--- config.mk ---
export PLATFORM = sky130hd
export DESIGN_NAME = srf_sample_filter
export DESIGN_NICKNAME = d
export VERILOG_FILES = /design/src/srf_cap_reg.v /design/src/srf_ocr_match.v /design/src/srf_sample_filter.v
export VERILOG_INCLUDE_DIRS = /design/src /design/src/src
export SDC_FILE = /design/constraint.sdc
export NUM_CORES = 1
export LEC_CHECK = 0
export ABC_AREA = 1
export ABC_CLOCK_PERIOD_IN_PS = 1500
export BUFFER_PORTS_ARGS = -buffer_cell sky130_fd_sc_hd__buf_2
export CAP_MARGIN = 10
export CORE_MARGIN = 2
export CORE_UTILIZATION = 51
export DETAILED_ROUTE_END_ITERATION = 12
export PLACE_DENSITY = 0.8
export SLEW_MARGIN = 15
export SYNTH_ARGS = -nofsm -noshare
export SYNTH_HDL_FRONTEND = slang
export SYNTH_SLANG_ARGS = --single-unit
--- constraint.sdc ---
create_clock -name REF_CLK -period 1.5 [get_ports REF_CLK]
set_input_delay 0.3 -clock REF_CLK [delete_from_list [all_inputs] [get_ports REF_CLK]]
set_output_delay 0.3 -clock REF_CLK [all_outputs]
set_load 0.03 [all_outputs]
--- src/srf_defines.vh ---
// Constants for the sample-record writer and the off-core response filter.
`ifndef SRF_DEFINES_VH
`define SRF_DEFINES_VH

// Sample record word offsets, in bytes.
`define SRF_OFS_NEXT_IP 8'h08
`define SRF_OFS_LIN_ADDR 8'h98
`define SRF_OFS_ST_STATUS 8'hA0
`define SRF_OFS_RSVD_ZERO 8'hA8
`define SRF_OFS_TRIG_IP 8'hB0
`define SRF_OFS_NONE 8'h00

// Record word layout.
`define SRF_WORD_W 64
`define SRF_ST_L1_HIT 0
`define SRF_WORD_ZERO 64'h0000000000000000

// Off-core response filter layout.
`define SRF_FILT_W 38
`define SRF_REQ_MSB 15
`define SRF_REQ_LSB 0
`define SRF_SUP_MSB 30
`define SRF_SUP_LSB 16
`define SRF_SUP_ANY 16
`define SRF_SUP_SPEC_LSB 17
`define SRF_SNP_MSB 37
`define SRF_SNP_LSB 31
`define SRF_FILT_RESET 38'h0000000000
`define SRF_SNP_NONE 7'h00

// Request-type select bit positions.
`define SRF_REQ_DEMAND_DATA 0
`define SRF_REQ_DEMAND_OWN 1
`define SRF_REQ_DEMAND_CODE 2
`define SRF_REQ_MOD_WB 3
`define SRF_REQ_L2PF_DATA 4
`define SRF_REQ_L2PF_OWN 5
`define SRF_REQ_L2PF_CODE 6
`define SRF_REQ_L3PF_DATA 7
`define SRF_REQ_L3PF_OWN 8
`define SRF_REQ_L3PF_CODE 9
`define SRF_REQ_SPLIT_UC 10
`define SRF_REQ_STREAM_STORE 11
`define SRF_REQ_OTHER 15

// Supplier select bit positions.
`define SRF_SUP_NO_INFO 17
`define SRF_SUP_LLC_HIT_M 18
`define SRF_SUP_LLC_HIT_E 19
`define SRF_SUP_LLC_HIT_S 20
`define SRF_SUP_LLC_HIT_F 21
`define SRF_SUP_LOCAL_MEM 22
`define SRF_SUP_L4_LOCAL 22
`define SRF_SUP_L4_HOP0 23
`define SRF_SUP_L4_HOP1 24
`define SRF_SUP_L4_HOP2P 25
`define SRF_SUP_REMOTE_HOP0 27
`define SRF_SUP_REMOTE_HOP1 28
`define SRF_SUP_REMOTE_HOP2P 29

// Product variants of the supplier field.
`define SRF_VAR_CLIENT 2'h0
`define SRF_VAR_L4 2'h1
`define SRF_VAR_SERVER 2'h2

// Implemented (writable) filter bits per variant; all others are reserved.
`define SRF_MASK_CLIENT 38'h3F805F8FFF
`define SRF_MASK_L4 38'h3F83DF8FFF
`define SRF_MASK_SERVER 38'h3FB87F8FFF

`endif

--- src/srf_cap_reg.v ---
// Capture register that samples a value on a load strobe.
`timescale 1ns/1ps
module srf_cap_reg #(
    parameter W = 64
) (
    input wire clk, // Core clock.
    input wire rst, // Synchronous reset, active high.
    input wire load, // Capture strobe.
    input wire [W-1:0] d, // Value to capture.
    output wire [W-1:0] q // Captured value.
);
    reg [W-1:0] val_ff;

    always @(posedge clk) begin
        if (rst) begin
            val_ff <= {W{1'b0}};
        end else if (load) begin
            val_ff <= d;
        end
    end

    assign q = val_ff;
endmodule

--- src/srf_ocr_match.v ---
// Combinational match of one transaction against the off-core response filter.
`timescale 1ns/1ps
`include "srf_defines.vh"
module srf_ocr_match (
    input wire [`SRF_FILT_W-1:0] filt, // Filter register value.
    input wire [`SRF_REQ_MSB:`SRF_REQ_LSB] req, // One-hot request type.
    input wire [`SRF_SUP_MSB:`SRF_SUP_SPEC_LSB] sup, // Supplier flags.
    input wire [`SRF_SNP_MSB-`SRF_SNP_LSB:0] snp, // Snoop response flags.
    output wire hit // Transaction matches the filter.
);
    wire req_hit;
    wire sup_hit;
    wire snp_hit;
    wire [`SRF_SNP_MSB-`SRF_SNP_LSB:0] snp_sel;

    assign req_hit = |(req & filt[`SRF_REQ_MSB:`SRF_REQ_LSB]);
    assign sup_hit = filt[`SRF_SUP_ANY] | (|(sup & filt[`SRF_SUP_MSB:`SRF_SUP_SPEC_LSB]));
    assign snp_sel = filt[`SRF_SNP_MSB:`SRF_SNP_LSB];
    // The snoop encoding is kept outside this block, so an empty selection passes all.
    assign snp_hit = (snp_sel == `SRF_SNP_NONE) | (|(snp & snp_sel));
    assign hit = req_hit & sup_hit & snp_hit;
endmodule

--- src/srf_sample_filter.v ---
// Sample record word writer with the off-core response filter register.
`timescale 1ns/1ps
`include "srf_defines.vh"
module srf_sample_filter #(
    parameter [1:0] VARIANT = `SRF_VAR_CLIENT
) (
    input wire REF_CLK, // Core clock.
    input wire SYS_RST, // Synchronous reset, active high.
    input wire DATA_ADDR_PROFILING, // Data address profiling enabled.
    input wire CNT_OVF, // Sampling counter overflow pulse.
    input wire [`SRF_WORD_W-1:0] RET_LIN_ADDR, // Retiring memory op address.
    input wire RET_IS_STORE, // Retiring memory op is a store.
    input wire RET_L1_HIT, // Store hit the level-one data cache.
    input wire RET_STORE_EVT, // Counter is programmed with a listed store event.
    input wire [`SRF_WORD_W-1:0] RET_TRIG_IP, // Pointer of triggering instruction.
    input wire [`SRF_WORD_W-1:0] RET_NEXT_IP, // Pointer of next instruction.
    output reg REC_BUSY, // Record generation in progress.
    output reg REC_VALID, // Record word write strobe.
    output reg [7:0] REC_OFFSET, // Record word byte offset.
    output reg [`SRF_WORD_W-1:0] REC_DATA, // Record word data.
    input wire MSR_WR, // Filter register write strobe.
    input wire [`SRF_FILT_W-1:0] MSR_WDATA, // Filter register write data.
    output reg [`SRF_FILT_W-1:0] MSR_RDATA, // Filter register contents.
    input wire TXN_VALID, // Off-core transaction response present.
    input wire [`SRF_REQ_MSB:`SRF_REQ_LSB] TXN_REQ, // One-hot request type.
    input wire [`SRF_SUP_MSB:`SRF_SUP_SPEC_LSB] TXN_SUP, // Supplier flags.
    input wire [`SRF_SNP_MSB-`SRF_SNP_LSB:0] TXN_SNP, // Snoop response flags.
    output reg OCR_MATCH // Transaction matched the filter.
);
    localparam [5:0] ST_IDLE = 6'h01;
    localparam [5:0] ST_NIP = 6'h02;
    localparam [5:0] ST_LA = 6'h04;
    localparam [5:0] ST_SS = 6'h08;
    localparam [5:0] ST_RZ = 6'h10;
    localparam [5:0] ST_TIP = 6'h20;

    reg [5:0] state_ff;
    reg [5:0] nxt_state;
    reg dla_ff;
    reg nxt_dla;
    reg nxt_valid;
    reg [7:0] nxt_offset;
    reg [`SRF_WORD_W-1:0] nxt_data;
    reg [`SRF_FILT_W-1:0] nxt_filt;
    reg [`SRF_FILT_W-1:0] impl_mask;

    wire take;
    wire st_hit;
    wire st_hit_q;
    wire match_w;
    wire [`SRF_WORD_W-1:0] lin_addr_q;
    wire [`SRF_WORD_W-1:0] trig_ip_q;
    wire [`SRF_WORD_W-1:0] next_ip_q;

    // An overflow seen while a record is still being written is dropped;
    // the captured operands must stay stable until the last word leaves.
    assign take = CNT_OVF & state_ff[0];

    // Only a store under a listed store event reports a hit; otherwise zero.
    assign st_hit = RET_IS_STORE & RET_STORE_EVT & RET_L1_HIT;

    srf_cap_reg #(
        .W(`SRF_WORD_W)
    ) u_lin_addr (
        .clk(REF_CLK),
        .rst(SYS_RST),
        .load(take),
        .d(RET_LIN_ADDR),
        .q(lin_addr_q)
    );

    srf_cap_reg #(
        .W(`SRF_WORD_W)
    ) u_trig_ip (
        .clk(REF_CLK),
        .rst(SYS_RST),
        .load(take),
        .d(RET_TRIG_IP),
        .q(trig_ip_q)
    );

    srf_cap_reg #(
        .W(`SRF_WORD_W)
    ) u_next_ip (
        .clk(REF_CLK),
        .rst(SYS_RST),
        .load(take),
        .d(RET_NEXT_IP),
        .q(next_ip_q)
    );

    srf_cap_reg #(
        .W(1)
    ) u_st_hit (
        .clk(REF_CLK),
        .rst(SYS_RST),
        .load(take),
        .d(st_hit),
        .q(st_hit_q)
    );

    // Record sequencer: words go out in offset order, one per cycle.
    always @* begin
        nxt_state = state_ff;
        nxt_dla = dla_ff;
        nxt_valid = 1'b0;
        nxt_offset = `SRF_OFS_NONE;
        nxt_data = `SRF_WORD_ZERO;
        case (state_ff)
            ST_IDLE: begin
                if (take) begin
                    nxt_dla = DATA_ADDR_PROFILING;
                    nxt_state = ST_NIP;
                end
            end
            ST_NIP: begin
                nxt_valid = 1'b1;
                nxt_offset = `SRF_OFS_NEXT_IP;
                nxt_data = next_ip_q;
                if (dla_ff) begin
                    nxt_state = ST_LA;
                end else begin
                    nxt_state = ST_TIP;
                end
            end
            ST_LA: begin
                nxt_valid = 1'b1;
                nxt_offset = `SRF_OFS_LIN_ADDR;
                nxt_data = lin_addr_q;
                nxt_state = ST_SS;
            end
            ST_SS: begin
                nxt_valid = 1'b1;
                nxt_offset = `SRF_OFS_ST_STATUS;
                nxt_data = `SRF_WORD_ZERO;
                nxt_data[`SRF_ST_L1_HIT] = st_hit_q;
                nxt_state = ST_RZ;
            end
            ST_RZ: begin
                nxt_valid = 1'b1;
                nxt_offset = `SRF_OFS_RSVD_ZERO;
                nxt_data = `SRF_WORD_ZERO;
                nxt_state = ST_TIP;
            end
            ST_TIP: begin
                nxt_valid = 1'b1;
                nxt_offset = `SRF_OFS_TRIG_IP;
                nxt_data = trig_ip_q;
                nxt_state = ST_IDLE;
            end
            default: begin
                nxt_state = ST_IDLE;
            end
        endcase
    end

    always @(posedge REF_CLK) begin
        if (SYS_RST) begin
            state_ff <= ST_IDLE;
            dla_ff <= 1'b0;
            REC_BUSY <= 1'b0;
            REC_VALID <= 1'b0;
            REC_OFFSET <= `SRF_OFS_NONE;
            REC_DATA <= `SRF_WORD_ZERO;
        end else begin
            state_ff <= nxt_state;
            dla_ff <= nxt_dla;
            REC_BUSY <= ~nxt_state[0];
            REC_VALID <= nxt_valid;
            REC_OFFSET <= nxt_offset;
            REC_DATA <= nxt_data;
        end
    end

    // Implemented filter bits are built field by field for the product variant.
    // Anything not set here is reserved and is dropped at write time.
    always @* begin
        impl_mask = {`SRF_FILT_W{1'b0}};

        impl_mask[`SRF_REQ_DEMAND_DATA] = 1'b1;
        impl_mask[`SRF_REQ_DEMAND_OWN] = 1'b1;
        impl_mask[`SRF_REQ_DEMAND_CODE] = 1'b1;
        impl_mask[`SRF_REQ_MOD_WB] = 1'b1;
        impl_mask[`SRF_REQ_L2PF_DATA] = 1'b1;
        impl_mask[`SRF_REQ_L2PF_OWN] = 1'b1;
        impl_mask[`SRF_REQ_L2PF_CODE] = 1'b1;
        impl_mask[`SRF_REQ_L3PF_DATA] = 1'b1;
        impl_mask[`SRF_REQ_L3PF_OWN] = 1'b1;
        impl_mask[`SRF_REQ_L3PF_CODE] = 1'b1;
        impl_mask[`SRF_REQ_SPLIT_UC] = 1'b1;
        impl_mask[`SRF_REQ_STREAM_STORE] = 1'b1;
        impl_mask[`SRF_REQ_OTHER] = 1'b1;

        // The snoop field is taken whole; its encoding is interpreted elsewhere.
        impl_mask[`SRF_SNP_MSB:`SRF_SNP_LSB] = {(`SRF_SNP_MSB-`SRF_SNP_LSB+1){1'b1}};

        impl_mask[`SRF_SUP_ANY] = 1'b1;
        impl_mask[`SRF_SUP_NO_INFO] = 1'b1;
        impl_mask[`SRF_SUP_LLC_HIT_M] = 1'b1;
        impl_mask[`SRF_SUP_LLC_HIT_E] = 1'b1;
        impl_mask[`SRF_SUP_LLC_HIT_S] = 1'b1;

        case (VARIANT)
            `SRF_VAR_L4: begin
                impl_mask[`SRF_SUP_L4_LOCAL] = 1'b1;
                impl_mask[`SRF_SUP_L4_HOP0] = 1'b1;
                impl_mask[`SRF_SUP_L4_HOP1] = 1'b1;
                impl_mask[`SRF_SUP_L4_HOP2P] = 1'b1;
            end
            `SRF_VAR_SERVER: begin
                impl_mask[`SRF_SUP_LLC_HIT_F] = 1'b1;
                impl_mask[`SRF_SUP_LOCAL_MEM] = 1'b1;
                impl_mask[`SRF_SUP_REMOTE_HOP0] = 1'b1;
                impl_mask[`SRF_SUP_REMOTE_HOP1] = 1'b1;
                impl_mask[`SRF_SUP_REMOTE_HOP2P] = 1'b1;
            end
            default: begin
                impl_mask[`SRF_SUP_LOCAL_MEM] = 1'b1;
            end
        endcase
    end

    // Request bits 0-11 and 15 are kept, 14:12 dropped by the mask.
    // Masking at write time means reserved bits can never reach matching.
    always @* begin
        nxt_filt = MSR_RDATA;
        if (MSR_WR) begin
            nxt_filt = MSR_WDATA & impl_mask;
        end
    end

    // The field split itself lives in the matcher below.
    srf_ocr_match u_match (
        .filt(MSR_RDATA),
        .req(TXN_REQ),
        .sup(TXN_SUP),
        .snp(TXN_SNP),
        .hit(match_w)
    );

    // Request selects 4-9 and 10, 11, 15 behave like 0-3: one bit per type.
    always @(posedge REF_CLK) begin
        if (SYS_RST) begin
            MSR_RDATA <= `SRF_FILT_RESET;
            OCR_MATCH <= 1'b0;
        end else begin
            MSR_RDATA <= nxt_filt;
            OCR_MATCH <= TXN_VALID & match_w;
        end
    end
endmodule

==> impl_metrics.toml, run 1 <==
[status]
outcome = "finished, final reports clean"

[cts]
clockBufferDepth = 3
clk_latency_ns = 0.56
cts_buffers = 29
cts_tree = "built"
cts_root_buffer = "clkbuf_16"
htree_levels = 1
cts.sinks = 297
clk_pin_slew_ns = 0.06

[power]
p_switching_mw = 5.023
swShare_pct = 26.91
combPwrFrac_pct = 14.9
totalPowerFinal_mw = 18.66
power_density_nw_per_um2 = 1213
seqPwrFrac_pct = 47.5
ir_drop_uv = 760.7
internal_power_mw = 13.64
p_leak_nw = 7.556
power.share.clock_pct = 37.6

[worst_setup_path]
critPathMaxFanout = 4
critPathRequiredTime_ns = 1.20
critical_path_depth = 1
cp_slowest_cell = "dfxtp_1"
slowest_delay_ns = 0.39
critPathBufInv = 1
worstRegToRegCells = 9
startpoint = "MSR_RDATA[32]$_SDFFE_PP0P_"
r2r-end = "REC_DATA[16]$_SDFF_PP0_"
critPathCaptureType = "primary output"
rr_startpoint = "state_ff[4]$_SDFFE_PP0P_"
regToRegSetupSlack_ns = 0.07
start_kind = "flip-flop"
worstPathCellList = "buf_2"
crit_type = "flip-flop to primary output"
cp_top_family = "flip-flops"
crit_path_end = "MSR_RDATA[32]"
crit_arrival_ns = 1.16

[floorplan]
core-area_sq_um = 22570
dieArea_sq_um = 24210
die_w_um = 155.6
die-height_um = 155.6
initial_utilization_pct = 51.92
fp-row-count = 55
num_io_pins = 389

[cells_and_area]
area_growth_pct = 31.28
final.fill_count = 1806
drive_above_1_share_pct = 23.54
post-route-util_pct = 68.17
nets = 2223
stdcell_count = 2257
final_area_sq_um = 15390

[synth]
ys_warn_count = 0
synth-seq-area-share_pct = 50.73
ys_ff_latch = 297
synth_enable_flop_cells = 0
async_flop_share_pct = 0
synth_top_area_share_pct = 50.73
yosysMostFrequentCell = "nor2_1"
synthFlopType = "dfxtp_1"
synth_area_leaders = "dfxtp_1 (51%), nor2_1 (15%), o21ai_0 (9.4%)"
synth.avg_cell_area_sq_um = 7.339
ys_top_cells_by_count = "nor2_1 (460), dfxtp_1 (297), o21ai_0 (220)"
synth.largest_area_cell = "dfxtp_1"
synth_cell_types = 21
syn_inst = 1597
synth_area_sq_um = 11720

[detailed_routing]
vias_per_cell = 5.360
drc_errors = 0
drt-initial-drc-count = 1051
wl_per_cell_um = 15.91
final_antenna_net_count = 0
firstDrtPassIters = 8
totalWireLength_um = 35920
vias = 12100

[global_route]
grt_util_all_layers_pct = 27.96
grt_pass1_vias = 11480
grt.overflow.total = 0
grt_pass1_wl_um = 55500
grt_max_degree = 96
antenna_found_initial = 6

[placement]
port_buffers = 348
dpl.cell_count = 2148
place_congestion = 0.8572
dp_hpwl_um = 21690
place_area_sq_um = 13850

[hold_path]
hold_path.class = "input port to flip-flop"

[sta]
skew_ns = 0.02564
fin_setup_tns_ns = 0
final.min_clock_period_ns = 1.463
hold_viol = 0
setup_viol = 0
fmax_ghz = 0.6837
maxSlewViolCount = 0
fin_crit_sh_pct = 97.51

[job]
drv_cap = 0
==> power by group through the flow <==
stage	registers, mW	clock network [mW]	logic [mW]
floorplan	9.07	0	1.51
global placement	8.98	0	2.49
detailed placement	9.01	0	2.54
CTS	8.84	7.11	2.65
global route	8.92	7.42	3.08
finish	8.86	7.01	2.79
==> flip-flops by register name, indices dropped and copies added (netlist names), 4 cells and up <==
register / flops
MSR_RDATA: 26
u_trig_ip.q: 64
state_ff: 6
u_lin_addr.q: 64
u_next_ip.q: 64
REC_DATA: 64
REC_OFFSET: 4
==> per-layer routing <==
layer  vias to the layer above  track usage (%)  wire [um]  share of wire (%)
met5                         -                0         11              0.031
met4                         2            14.24       1657                4.6
met3                       122            5.028       2856                8.0
met2                       584            46.44      17070                 48
met1                      5496            34.99      14320                 40
li1                       5893                -          -                  -
==> how the worst min path moves through the flow <==
stage / cells after the start / from / end / slack, ns
6_report: 3 / RET_TRIG_IP[42] / u_trig_ip.q[42]$_SDFFE_PP0P_ / 0.008
5_1_grt: 3 / RET_LIN_ADDR[33] / u_lin_addr.q[33]$_SDFFE_PP0P_ / 0.001
4_1_cts: 3 / RET_LIN_ADDR[38] / u_lin_addr.q[38]$_SDFFE_PP0P_ / 0.0002
3_3_place_gp: 2 / u_trig_ip.q[58]$_SDFFE_PP0P_ / u_trig_ip.q[58]$_SDFFE_PP0P_ / 0.44
3_5_place_dp: 2 / u_trig_ip.q[12]$_SDFFE_PP0P_ / u_trig_ip.q[12]$_SDFFE_PP0P_ / 0.45
2_1_floorplan: 2 / u_trig_ip.q[35]$_SDFFE_PP0P_ / u_trig_ip.q[35]$_SDFFE_PP0P_ / 0.43
==> area by class of cell <==
type | instances | area (sq um) | share of cell area (%)
flip-flops and latches | 297 | 5951 | 38.68
multi-input cells | 1096 | 4902 | 31.86
repair buffers | 443 | 2933 | 19.06
clock buffers | 46 | 889.6 | 5.782
well taps | 285 | 356.6 | 2.318
inverters | 80 | 310.3 | 2.017
clock inverters | 5 | 31.28 | 0.2033
diodes | 5 | 12.51 | 0.08132
==> kinds of logic after synthesis <==
group	Yosys count	synth area share [%]
other cells	1	0.03200
compound gates	239	10.24
flops	297	50.73
simple gates	841	30.65
buf+inv	219	8.348
==> layout by cell type (no fill, tap or decap), types with 2 or more instances in the layout <==
cell / instances
clkbuf_1: 7
nand4_1: 71
nor2_4: 8
buf_4: 18
nand3_1: 182
clkbuf_16: 32
a21oi_1: 18
buf_2: 346
dlygate4sd3_1: 47
inv_1: 73
diode_2: 5
clkbuf_4: 2
o21ai_0: 220
buf_12: 23
nor2_1: 458
dfxtp_2: 4
clkinv_2: 3
buf_6: 4
inv_6: 3
dfxtp_1: 293
inv_2: 4
conb_1: 16
clkbuf_8: 10
nand2_1: 117
==> metrics by stage <==
stage          hold WS (ns)  setup slack [ns]
2_1_floorplan        0.4301            0.3030
3_3_place_gp         0.4411           0.06990
3_5_place_dp         0.4477           0.06942
4_1_cts           0.0001664           0.02601
5_1_grt           0.0009645         -0.003541
6_report           0.007909           0.03733
==> timing repair <==
item                       4_1_cts  5_1_grt
hold buffers                    47        0
hold endpoints to repair        47        0
setup endpoints to repair        0       96
resized for setup                0       14
setup buffers                    0        3
(Power assumes the default switching activity.)
==> inputs of run 2 (changes only) <==
ABC_CLOCK_PERIOD_IN_PS = 1600   (was 1500)
clock period = 1.6 ns   (was 1.5 ns; I/O delays follow)
==> impl_metrics.toml, run 2 (synthesis gave the netlist of run 1 again) <==
[detailed_routing]
totalWireLength_um = 33590
wl_per_cell_um = 15.07
drc_errors = 0
vias_per_cell = 5.265
firstDrtPassIters = 5
drt-initial-drc-count = 880
vias = 11740
final_antenna_net_count = 0

[worst_setup_path]
critPathRequiredTime_ns = 1.28
cp_slowest_cell = "dfxtp_1"
critPathCaptureType = "primary output"
slowest_delay_ns = 0.41
crit_arrival_ns = 1.19
cp_top_family = "flip-flops"
start_kind = "flip-flop"
crit_type = "flip-flop to primary output"
worstPathCellList = "buf_2"
critPathBufInv = 1
critPathMaxFanout = 4

[sta]
setup_viol = 0
fin_setup_tns_ns = 0
fin_crit_sh_pct = 94.20
setup_slack_ns = 0.09278
skew_ns = 0.008718
rsz0062_at_grt = "no"
hold_viol = 0
final.min_clock_period_ns = 1.507
fmax_ghz = 0.6635
maxSlewViolCount = 0
hold_ws_ns = 0.007292

[cts]
cts_root_buffer = "clkbuf_16"
htree_levels = 1
post_cts_buffers = 0
clk_pin_slew_ns = 0.06
cts_buffers = 30
cts_tree = "built"
cts.sinks = 297
clk_latency_ns = 0.54
clockBufferDepth = 3

[floorplan]
initial_utilization_pct = 51.92
dieArea_sq_um = 24210
die_w_um = 155.6
num_io_pins = 389
core-area_sq_um = 22570
die-height_um = 155.6
fp-row-count = 55

[global_route]
grt_util_all_layers_pct = 27.05
grt_max_degree = 96
antenna_found_initial = 5
grt_pass1_wl_um = 54080
grt.overflow.total = 0
grt_pass1_vias = 11270

[job]
drv_cap = 0

[cells_and_area]
layout_commonest_cell = "nor2_1"
stdcell_count = 2229
final_area_sq_um = 15060
post-route-util_pct = 66.72
layout_common_cells = "nor2_1 (458), buf_2 (348), dfxtp_1 (297), o21ai_0 (220), nand3_1 (182)"
area_growth_pct = 28.49
drive_above_1_share_pct = 23.88
nets = 2193

[power]
p_leak_nw = 7.420
ir_drop_uv = 921.8
power_density_nw_per_um2 = 1196
totalPowerFinal_mw = 18.01

[placement]
place_area_sq_um = 13840
dp_hpwl_um = 22000
pre_cts_slack_ns = 0.1534
port_buffers = 348
place_congestion = 0.8456
dpl.cell_count = 2155

[hold_path]
hold_path.class = "input port to flip-flop"

[status]
outcome = "finished, final reports clean"
[run 2: cell types whose count changed in the layout (fill, tap and decap cells not counted), moves of 3 or more]
| cell | delta |
|---|---|
| dfxtp_2 | -4 |
| buf_12 | -5 |
| clkinvlp_4 | +3 |
| dlygate4sd3_1 | -32 |
| dfxtp_1 | +4 |
| buf_6 | -4 |
| bufinv_16 | +3 |
| buf_4 | +13 |
[run 2: where the power goes]
part	switching (mW)	total, mW	internal (mW)
sequential	0.312	8.30	7.99
clock	2.90	7.29	4.39
combinational	1.52	2.42	0.903
[run 2: worst paths after layout]
| kind | from | endpoint | slack, ns | cells after the start |
|---|---|---|---|---|
| max | MSR_RDATA[34]$_SDFFE_PP0P_ | MSR_RDATA[34] | 0.09 | 1 |
| min | MSR_WDATA[1] | MSR_RDATA[1]$_SDFFE_PP0P_ | 0.007 | 3 |
| max reg2reg | state_ff[4]$_SDFFE_PP0P_ | REC_DATA[12]$_SDFF_PP0_ | 0.13 | 6 |
| min reg2reg | u_trig_ip.q[53]$_SDFFE_PP0P_ | u_trig_ip.q[53]$_SDFFE_PP0P_ | 0.45 | 2 |
[run 2: per-layer routing]
| layer | vias up | wire, um | track usage, % |
|---|---|---|---|
| li1 | 5821 | - | - |
| met1 | 5324 | 13600 | 33.76 |
| met2 | 492 | 15960 | 45.62 |
| met3 | 99 | 2452 | 4.750 |
| met4 | 0 | 1580 | 12.80 |
| met5 | - | 0 | 0 |
[run 2: what timing repair did]
| action | in CTS | in global routing |
|---|---|---|
| setup endpoints to repair | 0 | 1 |
| hold buffers | 15 | 0 |
| gates resized for setup | 0 | 2 |
| hold endpoints to repair | 15 | 0 |
[run 2: final cells by class]
cell class	instances	area, sq um
fill	1878	7512
sequential	297	5946
multi-input combinational	1096	4902
timing repair buffer	412	2485
clock buffer	44	904.6
tap	285	356.6
inverter	80	310.3
clock inverter	10	142.6
antenna	5	12.51
[run 2: tightest hold or removal path: stages]
cell	delay, ns
buf_2	0.08
nor2_1	0.03
nor2_1	0.09
